<file path="config.mk">
export PLATFORM = sky130hd
export DESIGN_NAME = cie_gate
export DESIGN_NICKNAME = d
export VERILOG_FILES = /design/src/cie_pkg.sv /design/src/cie_gate.sv /design/src/cie_rw1c_bit.sv
export SDC_FILE = /design/constraint.sdc
export NUM_CORES = 1
export LEC_CHECK = 0
export ABC_CLOCK_PERIOD_IN_PS = 2690
export BUFFER_PORTS_ARGS = -buffer_cell sky130_fd_sc_hd__buf_2
export CORE_MARGIN = 10
export CORE_UTILIZATION = 46
export DETAILED_ROUTE_END_ITERATION = 7
export PLACE_DENSITY = 0.8
export SLEW_MARGIN = 10
export SYNTH_ARGS = -nofsm -noshare
export SYNTH_HDL_FRONTEND = slang
export SYNTH_SLANG_ARGS = --single-unit
</file>
<file path="constraint.sdc">
create_clock -name clk -period 2.69 [get_ports clk]
set_clock_uncertainty 0.1 [all_clocks]
set_input_delay 0.538 -clock clk [delete_from_list [all_inputs] [get_ports clk]]
set_output_delay 0.538 -clock clk [all_outputs]
set_load 0.005 [all_outputs]
</file>
<file path="src/cie_pkg.sv">
// package for the can interrupt enable and gating block
package cie_pkg;
  // register byte offsets
  localparam logic [7:0]  CIE_ENABLE_OFS   = 8'h00;
  localparam logic [7:0]  CIE_STATUS_OFS   = 8'h04;
  localparam logic [7:0]  CIE_MASK_OFS     = 8'h08;
  localparam logic [7:0]  CIE_FLAGS_OFS    = 8'h0C;
  // enable register writable bits and reset value
  localparam logic [31:0] CIE_ENABLE_WMASK = 32'h0003_8F7F;
  localparam logic [31:0] CIE_ENABLE_RST   = 32'h0000_0000;
  // enable bit positions
  localparam int CIE_B_DZ_IN  = 17;
  localparam int CIE_B_DZ_OUT = 16;
  localparam int CIE_B_ERR    = 15;
  localparam int CIE_B_ETR    = 11;
  localparam int CIE_B_BOFF   = 10;
  localparam int CIE_B_EPAS   = 9;
  localparam int CIE_B_EWARN  = 8;
  localparam int CIE_B_F1OV   = 6;
  localparam int CIE_B_F1FU   = 5;
  localparam int CIE_B_F1MSG  = 4;
  localparam int CIE_B_F0OV   = 3;
  localparam int CIE_B_F0FU   = 2;
  localparam int CIE_B_F0MSG  = 1;
  localparam int CIE_B_TXE    = 0;
  // request vector positions
  localparam int CIE_NREQ     = 10;
  localparam int CIE_R_TXE    = 0;
  localparam int CIE_R_F0MSG  = 1;
  localparam int CIE_R_F0FU   = 2;
  localparam int CIE_R_F0OV   = 3;
  localparam int CIE_R_F1MSG  = 4;
  localparam int CIE_R_F1FU   = 5;
  localparam int CIE_R_F1OV   = 6;
  localparam int CIE_R_ERR    = 7;
  localparam int CIE_R_DZ_OUT = 8;
  localparam int CIE_R_DZ_IN  = 9;
  // fifo full threshold, bus-off threshold
  localparam logic [1:0]  CIE_FIFO_FULL_CNT = 2'h3;
  localparam logic [8:0]  CIE_BOFF_LIMIT    = 9'h0FF;
  localparam logic [2:0]  CIE_ETR_NONE      = 3'h0;
  // incoming event and state flags
  typedef struct packed {
    logic       doze_entry_flag;
    logic       doze_exit_flag;
    logic [2:0] error_type_field;
    logic       error_type_hw_wr;
    logic       error_passive_indication;
    logic       error_warning_indication;
    logic [8:0] transmit_error_count;
    logic       fifo1_overflow_flag;
    logic [1:0] fifo1_msg_count;
    logic       fifo0_overflow_flag;
    logic [1:0] fifo0_msg_count;
    logic [2:0] mailbox_tx_complete_flag;
  } cie_evt_s;
endpackage

</file>
<file path="src/cie_gate.sv">
// can interrupt enable register and request gating
// Summary of operation
// - doze-entry request while enable bit 17 and doze-entry flag both set.
// - doze-exit request while enable bit 16 and doze-exit flag both set.
// - error request while enable bit 15 and summary error flag both set.
// - hardware error type update sets summary error only with bit 11.
// - bus-off rising sets summary error only with bit 10.
// - error-passive rising sets summary error only with bit 9.
// - error-warning rising sets summary error only with bit 8.
// - fifo 1 overflow request needs bit 6 and its flag.
// - fifo 1 full request needs bit 5 and its flag.
// - fifo 1 message request needs bit 4 and nonzero count.
// - fifo 0 overflow request needs bit 3 and its flag.
// - fifo 0 full request needs bit 2 and its flag.
// - fifo 0 message request needs bit 1 and nonzero count.
// - mailbox empty request needs bit 0 and any tx-complete flag.
// - fifo full flag sets when three messages are pending.
// - bus-off indication sets when transmit error count exceeds 255.
`timescale 1ns/1ps
`default_nettype none
module cie_gate (
  input  wire logic            clk,
  input  wire logic            reset_n,
  input  wire logic [7:0]      addr,
  input  wire logic [31:0]     wdata,
  input  wire logic            wr_en,
  input  wire logic            rd_en,
  output var  logic [31:0]     rdata,
  input  wire cie_pkg::cie_evt_s evt,
  output var  logic [9:0]      irq_req,
  output var  logic            irq
);
  import cie_pkg::*;

  logic [1:0]  rst_sync;
  logic        rst_n;
  logic [31:0] can_irq_enable;
  logic [CIE_NREQ-1:0] stat;
  logic [CIE_NREQ-1:0] mask;
  logic [CIE_NREQ-1:0] next_req;
  logic        summary_error_flag;
  logic        fifo0_full_flag;
  logic        fifo1_full_flag;
  logic        bus_off_indication;
  logic        prev_boff;
  logic        prev_epas;
  logic        prev_ewarn;
  logic        err_set;
  logic        wr_en_reg;
  logic        wr_flags;

  // reset release through two flops
  always_ff @(posedge clk or negedge reset_n) begin
    if (!reset_n) begin
      rst_sync <= 2'b00;
    end else begin
      rst_sync <= {rst_sync[0], 1'b1};
    end
  end
  assign rst_n = rst_sync[1];

  assign wr_en_reg = wr_en && (addr == CIE_ENABLE_OFS);
  assign wr_flags  = wr_en && (addr == CIE_FLAGS_OFS);

  // enable register, reserved bits held at zero
  always_ff @(posedge clk or negedge rst_n) begin
    if (!rst_n) begin
      can_irq_enable <= CIE_ENABLE_RST;
    end else if (wr_en_reg) begin
      can_irq_enable <= wdata & CIE_ENABLE_WMASK;
    end
  end

  // bus-off from transmit error count
  assign bus_off_indication = evt.transmit_error_count > CIE_BOFF_LIMIT;

  // edge history of error state indications
  always_ff @(posedge clk or negedge rst_n) begin
    if (!rst_n) begin
      prev_boff  <= 1'b0;
      prev_epas  <= 1'b0;
      prev_ewarn <= 1'b0;
    end else begin
      prev_boff  <= bus_off_indication;
      prev_epas  <= evt.error_passive_indication;
      prev_ewarn <= evt.error_warning_indication;
    end
  end

  // qualified error events feeding summary error flag
  always_comb begin
    err_set = 1'b0;
    if (evt.error_type_hw_wr && evt.error_type_field != CIE_ETR_NONE && can_irq_enable[CIE_B_ETR]) begin
      err_set = 1'b1;
    end
    if (bus_off_indication && !prev_boff && can_irq_enable[CIE_B_BOFF]) begin
      err_set = 1'b1;
    end
    if (evt.error_passive_indication && !prev_epas && can_irq_enable[CIE_B_EPAS]) begin
      err_set = 1'b1;
    end
    if (evt.error_warning_indication && !prev_ewarn && can_irq_enable[CIE_B_EWARN]) begin
      err_set = 1'b1;
    end
  end

  // summary error flag, cleared by writing one to bit 0 of flags register
  cie_rw1c_bit u_err_flag (
    .clk (clk),
    .rst_n (rst_n),
    .set (err_set),
    .clr (wr_flags && wdata[0]),
    .q (summary_error_flag)
  );

  // fifo full flags at three pending messages
  cie_rw1c_bit u_f0_full (
    .clk (clk),
    .rst_n (rst_n),
    .set (evt.fifo0_msg_count == CIE_FIFO_FULL_CNT),
    .clr (wr_flags && wdata[1]),
    .q (fifo0_full_flag)
  );
  cie_rw1c_bit u_f1_full (
    .clk (clk),
    .rst_n (rst_n),
    .set (evt.fifo1_msg_count == CIE_FIFO_FULL_CNT),
    .clr (wr_flags && wdata[2]),
    .q (fifo1_full_flag)
  );

  // gated request levels
  always_comb begin
    next_req = '0;
    next_req[CIE_R_DZ_IN]  = can_irq_enable[CIE_B_DZ_IN] && evt.doze_entry_flag;
    next_req[CIE_R_DZ_OUT] = can_irq_enable[CIE_B_DZ_OUT] && evt.doze_exit_flag;
    next_req[CIE_R_ERR]    = can_irq_enable[CIE_B_ERR] && summary_error_flag;
    next_req[CIE_R_F1OV]   = can_irq_enable[CIE_B_F1OV] && evt.fifo1_overflow_flag;
    next_req[CIE_R_F1FU]   = can_irq_enable[CIE_B_F1FU] && fifo1_full_flag;
    next_req[CIE_R_F1MSG]  = can_irq_enable[CIE_B_F1MSG] && (evt.fifo1_msg_count != 2'h0);
    next_req[CIE_R_F0OV]   = can_irq_enable[CIE_B_F0OV] && evt.fifo0_overflow_flag;
    next_req[CIE_R_F0FU]   = can_irq_enable[CIE_B_F0FU] && fifo0_full_flag;
    next_req[CIE_R_F0MSG]  = can_irq_enable[CIE_B_F0MSG] && (evt.fifo0_msg_count != 2'h0);
    next_req[CIE_R_TXE]    = can_irq_enable[CIE_B_TXE] && (|evt.mailbox_tx_complete_flag);
  end

  // registered request levels
  always_ff @(posedge clk or negedge rst_n) begin
    if (!rst_n) begin
      irq_req <= '0;
    end else begin
      irq_req <= next_req;
    end
  end

  // sticky status per request rise, w1c, set wins
  always_ff @(posedge clk or negedge rst_n) begin
    if (!rst_n) begin
      stat <= '0;
    end else begin
      stat <= (stat & ~((wr_en && addr == CIE_STATUS_OFS) ? wdata[CIE_NREQ-1:0] : '0)) | (next_req & ~irq_req);
    end
  end

  // interrupt mask register
  always_ff @(posedge clk or negedge rst_n) begin
    if (!rst_n) begin
      mask <= '0;
    end else if (wr_en && addr == CIE_MASK_OFS) begin
      mask <= wdata[CIE_NREQ-1:0];
    end
  end

  // single level interrupt output
  always_ff @(posedge clk or negedge rst_n) begin
    if (!rst_n) begin
      irq <= 1'b0;
    end else begin
      irq <= |(stat & mask);
    end
  end

  // read data one cycle after read strobe
  always_ff @(posedge clk or negedge rst_n) begin
    if (!rst_n) begin
      rdata <= '0;
    end else if (rd_en) begin
      case (addr)
        CIE_ENABLE_OFS: rdata <= can_irq_enable;
        CIE_STATUS_OFS: rdata <= {22'h0, stat};
        CIE_MASK_OFS:   rdata <= {22'h0, mask};
        CIE_FLAGS_OFS:  rdata <= {28'h0, bus_off_indication, fifo1_full_flag, fifo0_full_flag, summary_error_flag};
        default:        rdata <= '0;
      endcase
    end else begin
      rdata <= '0;
    end
  end
endmodule
`default_nettype wire

</file>
<file path="src/cie_rw1c_bit.sv">
// sticky flag with write-one-to-clear, set winning over clear
`timescale 1ns/1ps
`default_nettype none
module cie_rw1c_bit (
  input  wire logic clk,
  input  wire logic rst_n,
  input  wire logic set,
  input  wire logic clr,
  output var  logic q
);
  // set beats clear in the same cycle
  always_ff @(posedge clk or negedge rst_n) begin
    if (!rst_n) begin
      q <= 1'b0;
    end else if (set) begin
      q <= 1'b1;
    end else if (clr) begin
      q <= 1'b0;
    end
  end
endmodule
`default_nettype wire

</file>
==> results.sh, run 1 <==
export IMPL_drtIter0Drc=74
export IMPL_routedWlPerCell_microns=18.2
export IMPL_syn_to_final_growth_pct=19.6
export IMPL_gr_usage_met3=0.0495
export IMPL_peakVddDrop_mv=0.324
export IMPL_grt_usage=0.142
export IMPL_synth_area_top_cells="dfrtp_1 (58%), mux2_2 (5.3%), mux2_4 (5.1%)"
export IMPL_synth_edff_count=0
export IMPL_whs_ns=0.195
export IMPL_ys_types=35
export IMPL_finalHoldViolations=0
export IMPL_grtUsageMet1=0.176
export IMPL_num_rows=29
export IMPL_post_route_util=0.562
export IMPL_yosysTopAreaCell="dfrtp_1"
export IMPL_synth_top_area_frac=0.577
export IMPL_place_ws_ns=0.508
export IMPL_yosys_warnings=0
export IMPL_finalSetupTns_ns=0
export IMPL_clkTransAtPathRegs_ns=0.07
export IMPL_synth_seq_cells=68
export IMPL_nNetsFinal=371
export IMPL_root_buffer="clkbuf_8"
export IMPL_die_x_microns=100
export IMPL_ys_async_sr_fraction=1.00
export IMPL_grt_pass1_wl_microns=11300
export IMPL_diodes=0
export IMPL_startpoint_type="input port"
export IMPL_dpl_hpwl_microns=5300
export IMPL_finalSetupViolCount=0
export IMPL_crit_fanout=10
export IMPL_clk_latency_ns=0.34
export IMPL_dpl_cell_count=366
export IMPL_syn_avg_cell_area_sq_um=13.3
export IMPL_tritoncts="built"
export IMPL_max_slew_worst_pin_slew_ns=0.632
export IMPL_grt_pass1_vias=2260
export IMPL_busiest_layer="met2"
export IMPL_power_density_nw_per_um2=608
export IMPL_cp_end_kind="flip-flop"
export IMPL_ant_nets=0
export IMPL_postLayoutSetupSlackWorst_ns=0.821
export IMPL_synth_ff_type="dfrtp_1"
export IMPL_gr_total_overflow=0
export IMPL_start_util=0.470
export IMPL_grt_max_degree=39
export IMPL_yosysSeqAreaShare=0.577
export IMPL_design_area_sq_um=3530
export IMPL_crit_type="input port to flip-flop"
export IMPL_num_vias=2042
export IMPL_gr_usage_met2=0.218
export IMPL_postPlaceCellArea_sq_um=3350
export IMPL_path_buf_inv=1
export IMPL_cts_sinks=68
export IMPL_min_path_type="flip-flop to async pin"
export IMPL_arrival_ns=2.00
export IMPL_first_pass_iters=4
export IMPL_gp_congestion=0.806
export IMPL_yosys_cell_count_top_type="dfrtp_1"
export IMPL_outcome="completed"
export IMPL_rsz0062_at_grt="false"
export IMPL_htree_levels=3
export IMPL_crit_chain="buf_2, nor4_4, nand3_2, mux2_2"
export IMPL_cts_buffers=9
export IMPL_cts_resized=0
export IMPL_dieArea_sq_um=10000
export IMPL_drv_slew=0
export IMPL_netlist_instances=222
export IMPL_finalCriticalPeriod_ns=1.87
export IMPL_maxCapViolCount=0
export IMPL_fin_cells=383
export IMPL_cp_slowest_cell="nor4_4"
export IMPL_dieHeight_microns=100
export IMPL_fin_crit_sh=0.695
export IMPL_drive_gt1_frac=0.412
export IMPL_totalPowerFinal_mw=2.15
export IMPL_cp_slowest_stage_delay_ns=0.57
export IMPL_viasPerCell=5.33
export IMPL_fmax_mhz=535
export IMPL_syn_area_sq_um=2950
export IMPL_post_route_drc_count=0
export IMPL_place_port_buffers=70
export IMPL_ys_top_cells_by_count="dfrtp_1 (68), buf_4 (17), mux2_2 (14)"
export IMPL_clockBufferDepth=2
export IMPL_cp_required_ns=2.82
export IMPL_coreArea_sq_um=6280
export IMPL_p_leak_nw=1.83
export IMPL_antenna_found_initial=0
export IMPL_critPathTopFamily="simple AND/OR/NAND/NOR gates"
export IMPL_slew_headroom=0.578
export IMPL_boundaryPins=113
export IMPL_wl_microns=6970
[logic make-up (layout without fill, tap and decap cells)]
| kind of cell | after synthesis | in the layout | synth area share |
|---|---|---|---|
| DFF | 68 | 68 | 0.577 |
| and+or+nand+nor | 52 | 52 | 0.112 |
| buffers and inverters | 37 | 105 | 0.0729 |
| muxes | 33 | 33 | 0.152 |
| AOI/OAI and AO/OA | 30 | 30 | 0.0835 |
| other | 2 | 18 | 0.00255 |
[cell usage in the layout (no fill, tap or decap), types with 2 or more instances in the layout]
cell | Yosys | routed
buf_2 | 4 | 70
dfrtp_1 | 68 | 67
conb_1 | 2 | 18
mux2_2 | 14 | 14
and2_1 | 11 | 11
inv_1 | 11 | 11
nand4_1 | 11 | 11
a22o_1 | 10 | 10
mux2_4 | 10 | 10
clkbuf_8 | 0 | 10
nor2_1 | 6 | 6
and3_1 | 6 | 6
buf_4 | 17 | 6
mux2i_1 | 5 | 5
nor2b_1 | 5 | 5
a22oi_1 | 4 | 4
mux4_2 | 4 | 4
a2bb2oi_1 | 3 | 3
nand2_1 | 3 | 3
a221o_1 | 3 | 3
nand3_1 | 2 | 2
or2_2 | 2 | 2
a21oi_1 | 2 | 2
o21a_1 | 2 | 2
nand3_2 | 2 | 2
nand3b_1 | 2 | 2
clkinvlp_4 | 0 | 2
clkbuf_1 | 4 | 2
clkinv_2 | 0 | 2
[state kept, by name (all words and copies together) (netlist names), 2 cells and up]
name / cells
rdata: 15
can_irq_enable: 14
irq_req: 10
mask: 10
stat: 10
rst_sync: 2
[per-layer routing]
metal	part of all wire	vias up	wire, microns
met5	0	-	0
met4	0.025	0	172
met3	0.078	15	545
met2	0.47	86	3300
met1	0.42	1025	2940
li1	-	916	-
[power breakdown]
part	total (mW)	internal (mW)	switching (mW)
Combinational	0.235	0.135	0.101
Clock	0.729	0.357	0.372
Sequential	1.18	1.11	0.0748
Total	2.15	1.60	0.548
[worst paths after layout]
check | start | endpoint | slack (ns) | cells past startpoint
min in group clk | evt[18] | prev_ewarn | 0.22 | 1
max in group asynchronous | rst_sync[1] | irq_req[5] | 1.68 | 1
max reg2reg | stat[9] | irq | 1.33 | 3
max | addr[7] | mask[2] | 0.82 | 4
min | rst_sync[1] | can_irq_enable[15] | 0.19 | 0
min reg2reg | rst_sync[1] | can_irq_enable[15] | 0.19 | 0
[timing repair]
item,in CTS,in global routing
hold buffers,1,0
endpoints found under the hold margin,2,0
setup buffers,0,0
[cell type report]
cell class	instances	area [sq um]
Fill cell	534	2750
Sequential cell	68	1700
Multi-Input combinational cell	133	1090
Timing Repair Buffer	78	425
Clock buffer	12	145
Tap cell	77	96.3
Inverter	11	41.3
Clock inverter	4	25.0
Note: power is estimated with default switching activity, not from simulation.
==> run 2, diff against run 1 <==
Settings changed: ABC_CLOCK_PERIOD_IN_PS 2690 to 1600, CORE_UTILIZATION 46 to 44.
Clock period 2.69 ns to 1.6 ns, I/O delays scaled along.
==> run 2 against run 1 <==
  * Worst setup slack got worse by 0.66 ns
  * Core utilization increased by 1.2 points
  * Largest power group unchanged
  * Combinational power increased by 85%
  * Clock power increased by 91%
  * Sequential share of layout area decreased by 2.1 points
  * Via count decreased by 0.15%
==> results.sh, run 2 (synthesized netlist as in run 1, its figures left out) <==
export IMPL_start_util=0.459
export IMPL_routedWlPerCell_microns=17.9
export IMPL_die_x_microns=102
export IMPL_peakVddDrop_mv=0.468
export IMPL_arrival_ns=1.56
export IMPL_fmax_mhz=696
export IMPL_drv_slew=0
export IMPL_top_register="rdata"
export IMPL_min_path_type="input port to flip-flop"
export IMPL_finalCriticalPeriod_ns=1.44
export IMPL_num_rows=29
export IMPL_antenna_found_initial=0
export IMPL_gp_congestion=0.838
export IMPL_cp_end_kind="flip-flop"
export IMPL_place_port_buffers=70
export IMPL_fillers=524
export IMPL_reg_largest_list="rdata x15, can_irq_enable x14"
export IMPL_dpl_hpwl_microns=5510
export IMPL_viasPerCell=5.14
export IMPL_r2r_setup_slack_ns=0.28
export IMPL_busiest_layer="met2"
export IMPL_first_pass_iters=4
export IMPL_grt_pass1_wl_microns=11100
export IMPL_gr_usage_met2=0.214
export IMPL_fin_crit_sh=0.898
export IMPL_whs_ns=0.0206
export IMPL_p_leak_nw=1.93
export IMPL_grt_max_degree=43
export IMPL_drive_gt1_frac=0.434
export IMPL_rsz0062_at_grt="false"
export IMPL_post_cts_buffers=0
export IMPL_drtIter0Drc=119
export IMPL_power_density_nw_per_um2=1030
export IMPL_htree_levels=3
export IMPL_nNetsFinal=387
export IMPL_mostFrequentLayoutCells="buf_2 (70), dfrtp_1 (67), buf_4 (19)"
export IMPL_finalHoldViolations=0
export IMPL_wl_microns=7110
export IMPL_ant_nets=0
export IMPL_cts_resized=0
export IMPL_tritoncts="built"
export IMPL_outcome="completed"
export IMPL_syn_to_final_growth_pct=25.0
export IMPL_place_ws_ns=-0.187
export IMPL_postLayoutSetupSlackWorst_ns=0.163
export IMPL_clkTransAtPathRegs_ns=0.07
export IMPL_cts_sinks=68
export IMPL_grt_pass1_vias=2229
export IMPL_cp_required_ns=1.73
export IMPL_boundaryPins=113
export IMPL_root_buffer="clkbuf_8"
export IMPL_grtUsageMet1=0.173
export IMPL_crit_type="input port to flip-flop"
export IMPL_gr_usage_met3=0.0405
export IMPL_diodes=0
export IMPL_finalSetupViolCount=0
export IMPL_post_route_drc_count=0
export IMPL_grt_usage=0.138
export IMPL_cts_hold_buf=3
export IMPL_dieArea_sq_um=10400
export IMPL_postPlaceCellArea_sq_um=3470
export IMPL_design_area_sq_um=3690
export IMPL_clockBufferDepth=2
export IMPL_cts_buffers=9
export IMPL_totalPowerFinal_mw=3.81
export IMPL_crit_fanout=10
export IMPL_clk_latency_ns=0.35
export IMPL_dieHeight_microns=102
export IMPL_layout_commonest_cell="buf_2"
export IMPL_largest_reg_flops=15
export IMPL_maxCapViolCount=0
export IMPL_gr_total_overflow=0
export IMPL_startpoint_type="input port"
export IMPL_num_vias=2039
export IMPL_coreArea_sq_um=6420
run 2: changes by cell type in the layout (fill, tap and decap cells not counted):
cell           change
clkinvlp_4         -2
clkbuf_8           +1
buf_4             +13
bufinv_16          +1
clkinv_2           -1
buf_12             +1
dlygate4sd3_1      +2
clkbuf_1           -1
run 2: metal layers:
metal	part of all wire	up-vias
li1	-	947
met1	0.45	1004
met2	0.47	73
met3	0.065	15
met4	0.020	0
met5	0	-
run 2: power breakdown:
part | internal (mW) | switching [mW]
Combinational | 0.248 | 0.185
Clock | 0.786 | 0.605
Sequential | 1.86 | 0.121
Total | 2.90 | 0.911
run 2: final timing paths:
| check | from | endpoint | cells after the start |
|---|---|---|---|
| min reg2reg | rst_sync[1] | mask[0] | 1 |
| max in group asynchronous | rst_sync[1] | rdata[9] | 1 |
| max reg2reg | stat[9] | irq | 3 |
| min | evt[17] | prev_boff | 1 |
| min in group asynchronous | rst_sync[1] | mask[0] | 1 |
| max | addr[7] | mask[7] | 5 |
run 2: per-stage QoR:
step,util,instances,TNS [ns]
after floorplan,-,238,0
after global placement,0.540,380,-1.81
after detailed placement,0.540,380,-2.29
after CTS,0.574,397,0
after global routing,0.574,397,0
final,0.574,397,0
run 2: critical path, cell delays in order:
cell	delay [ns]
buf_2	0.11
nor4_4	0.30
buf_4	0.20
nand3_2	0.25
mux2_2	0.37
run 2: area by class of cell:
type / count / area [sq um] / share of cell area
clock buffer: 12 / 155 / 0.0421
clock inverter: 2 / 35.0 / 0.00950
sequential: 68 / 1700 / 0.462
tap: 77 / 96.3 / 0.0261
inverter: 11 / 41.3 / 0.0112
multi-input combinational: 133 / 1090 / 0.297
timing repair buffer: 94 / 563 / 0.153
==> run 3, diff against run 2 <==
Settings changed: ABC_AREA set to 1, PLACE_DENSITY 0.8 to 0.79.
==> run 3 against run 2 <==
  * Total power fell by 4.7%
  * Design area grew 0.10%
  * Combinational power fell by 27%
  * Register-to-register slack improved by 0.19 ns
  * Global-route usage shrank 0.50 points
  * Hold slack lost 0.0011 ns
  * Clock power about the same
  * Synthesized cell count is 59% higher
  * Synthesized area increased by 4.1%
  * Core utilization fell by 3.1 points
  * Count of clock-buffer cells in the layout unchanged
==> results.sh, run 3 <==
export IMPL_outcome="completed"
export IMPL_htree_levels=3
export IMPL_num_rows=30
export IMPL_root_buffer="clkbuf_8"
export IMPL_min_path_type="input port to flip-flop"
export IMPL_crit_type="input port to flip-flop"
export IMPL_reg2reg_depth=4
export IMPL_r2r_setup_slack_ns=0.47
export IMPL_cp_end_kind="flip-flop"
export IMPL_antenna_found_initial=0
export IMPL_mostFrequentLayoutCells="nand2_1 (111), buf_2 (70), dfrtp_1 (67)"
export IMPL_synth_edff_count=0
export IMPL_path_buf_inv=2
export IMPL_tritoncts="built"
export IMPL_peakVddDrop_mv=0.542
export IMPL_ys_top_cells_by_count="nand2_1 (111), dfrtp_1 (68), inv_1 (36), nand3_1 (33), nor2_1 (25)"
export IMPL_cts_resized=0
export IMPL_syn_to_final_growth_pct=20.2
export IMPL_cp_slowest_cell="dlygate4sd3_1"
export IMPL_finalSetupViolCount=0
export IMPL_p_leak_nw=2.08
export IMPL_viasPerCell=4.61
export IMPL_crit_fanout=2
export IMPL_layout_commonest_cell="nand2_1"
export IMPL_drv_slew=0
export IMPL_post_route_drc_count=0
export IMPL_gr_total_overflow=0
export IMPL_grt_usage=0.133
export IMPL_yosys_cell_count_top_type="nand2_1"
export IMPL_finalCriticalPeriod_ns=1.30
export IMPL_finalSetupTns_ns=0
export IMPL_worstHoldEndpoint="prev_ewarn"
export IMPL_synth_ff_type="dfrtp_1"
export IMPL_post_cts_buffers=0
export IMPL_critPathTopFamily="buffers and inverters"
export IMPL_grt_pass1_wl_microns=11900
export IMPL_cts_hold_buf=2
export IMPL_fin_crit_sh=0.813
export IMPL_fillers=672
export IMPL_dpl_hpwl_microns=5280
export IMPL_r2r_end="irq"
export IMPL_gp_congestion=0.837
export IMPL_arrival_ns=1.42
export IMPL_crit_chain="dlygate4sd3_1, buf_2, nand3b_1, o21ai_0, nor3_1, nand2_1"
export IMPL_syn_avg_cell_area_sq_um=8.67
export IMPL_place_port_buffers=70
export IMPL_cp_required_ns=1.72
export IMPL_clk_latency_ns=0.33
export IMPL_power_density_nw_per_um2=983
export IMPL_place_ws_ns=0.0512
export IMPL_diodes=0
export IMPL_ys_types=25
export IMPL_dieHeight_microns=104
export IMPL_clkTransAtPathRegs_ns=0.07
export IMPL_worstHoldStart="evt[18]"
export IMPL_coreArea_sq_um=6790
export IMPL_first_pass_iters=4
export IMPL_cts_buffers=9
export IMPL_cts_sinks=68
export IMPL_min_delay_path_depth=1
export IMPL_yosysTopAreaCell="dfrtp_1"
export IMPL_routedWlPerCell_microns=13.1
export IMPL_drive_gt1_frac=0.274
export IMPL_top_register="rdata"
export IMPL_ys_async_sr_fraction=1.00
export IMPL_r2r_start="stat[5]"
export IMPL_drtIter0Drc=158
export IMPL_largest_reg_flops=15
export IMPL_startpoint_type="input port"
export IMPL_rsz0062_at_grt="false"
export IMPL_grt_pass1_vias=2565
export IMPL_reg_largest_list="rdata x15, can_irq_enable x14"
export IMPL_yosys_warnings=0
export IMPL_dieArea_sq_um=10700
export IMPL_boundaryPins=113
export IMPL_cp_slowest_stage_delay_ns=0.56
export IMPL_synth_area_top_cells="dfrtp_1 (55%), nand2_1 (14%), nand3_1 (5.4%)"
export IMPL_nNetsFinal=503
export IMPL_num_vias=2461
export IMPL_ant_nets=0
export IMPL_postLayoutSetupSlackWorst_ns=0.299
export IMPL_clockBufferDepth=2
export IMPL_yosysSeqAreaShare=0.554
export IMPL_syn_area_sq_um=3070
export IMPL_wl_microns=7020
export IMPL_finalHoldViolations=0
export IMPL_synth_top_area_frac=0.554
export IMPL_fmax_mhz=769
export IMPL_start_util=0.452
export IMPL_synth_seq_cells=68
export IMPL_maxCapViolCount=0
export IMPL_die_x_microns=104
export IMPL_netlist_instances=354
export IMPL_grt_max_degree=67
-- run 3: layout make-up --
cell class | instances | area [sq um] | area share
Sequential cell | 68 | 1700 | 0.461
Timing Repair Buffer | 78 | 428 | 0.116
Multi-Input combinational cell | 239 | 1100 | 0.298
Clock buffer | 12 | 155 | 0.0420
Clock inverter | 4 | 47.5 | 0.0129
Tap cell | 96 | 120 | 0.0325
Inverter | 37 | 139 | 0.0376
-- run 3: worst max path at each step --
| stage | startpoint | endpoint | slack, ns | cells after the start |
|---|---|---|---|---|
| after floorplan | addr[5] | mask[7] | 0.32 | 7 |
| after global placement | addr[0] | stat[0] | 0.09 | 9 |
| after detailed placement | addr[0] | stat[7] | 0.05 | 9 |
| after CTS | evt[19] | u_err_flag.q | 0.31 | 6 |
| after global routing | evt[19] | u_err_flag.q | 0.28 | 6 |
| final | evt[19] | u_err_flag.q | 0.30 | 6 |
-- run 3: per-stage QoR --
step / utilization / cells / power (mW) / hold slack, ns / cell area (sq um)
2_1_floorplan: - / 370 / 2.13 / -0.0756 / 3130
3_3_place_gp: 0.510 / 516 / 2.24 / 0.00501 / 3470
3_5_place_dp: 0.510 / 516 / 2.26 / 0.00757 / 3470
4_1_cts: 0.543 / 534 / 3.68 / 0.00313 / 3690
5_1_grt: 0.543 / 534 / 3.83 / 0.00395 / 3690
6_report: 0.543 / 534 / 3.63 / 0.0195 / 3690
-- run 3: cells by family (layout without fill, tap and decap cells) --
kind of cell | count (synthesis) | after routing | synth area share
DFF | 68 | 68 | 0.554
AOI/OAI and AO/OA | 27 | 27 | 0.0566
other | 2 | 18 | 0.00245
buffers and inverters | 63 | 131 | 0.108
and+or+nand+nor | 194 | 194 | 0.279
-- run 3: per-layer routing --
| layer | up-vias | GRT usage | part of all wire |
|---|---|---|---|
| li1 | 1225 | - | - |
| met1 | 1144 | 0.162 | 0.43 |
| met2 | 84 | 0.212 | 0.48 |
| met3 | 8 | 0.0421 | 0.081 |
| met4 | 0 | 0.0565 | 0.0088 |
| met5 | - | 0 | 0 |
-- run 3: power by group --
group / switching [mW] / total, mW / internal [mW]
Clock: 0.607 / 1.41 / 0.800
Sequential: 0.0771 / 1.91 / 1.83
Combinational: 0.188 / 0.316 / 0.128
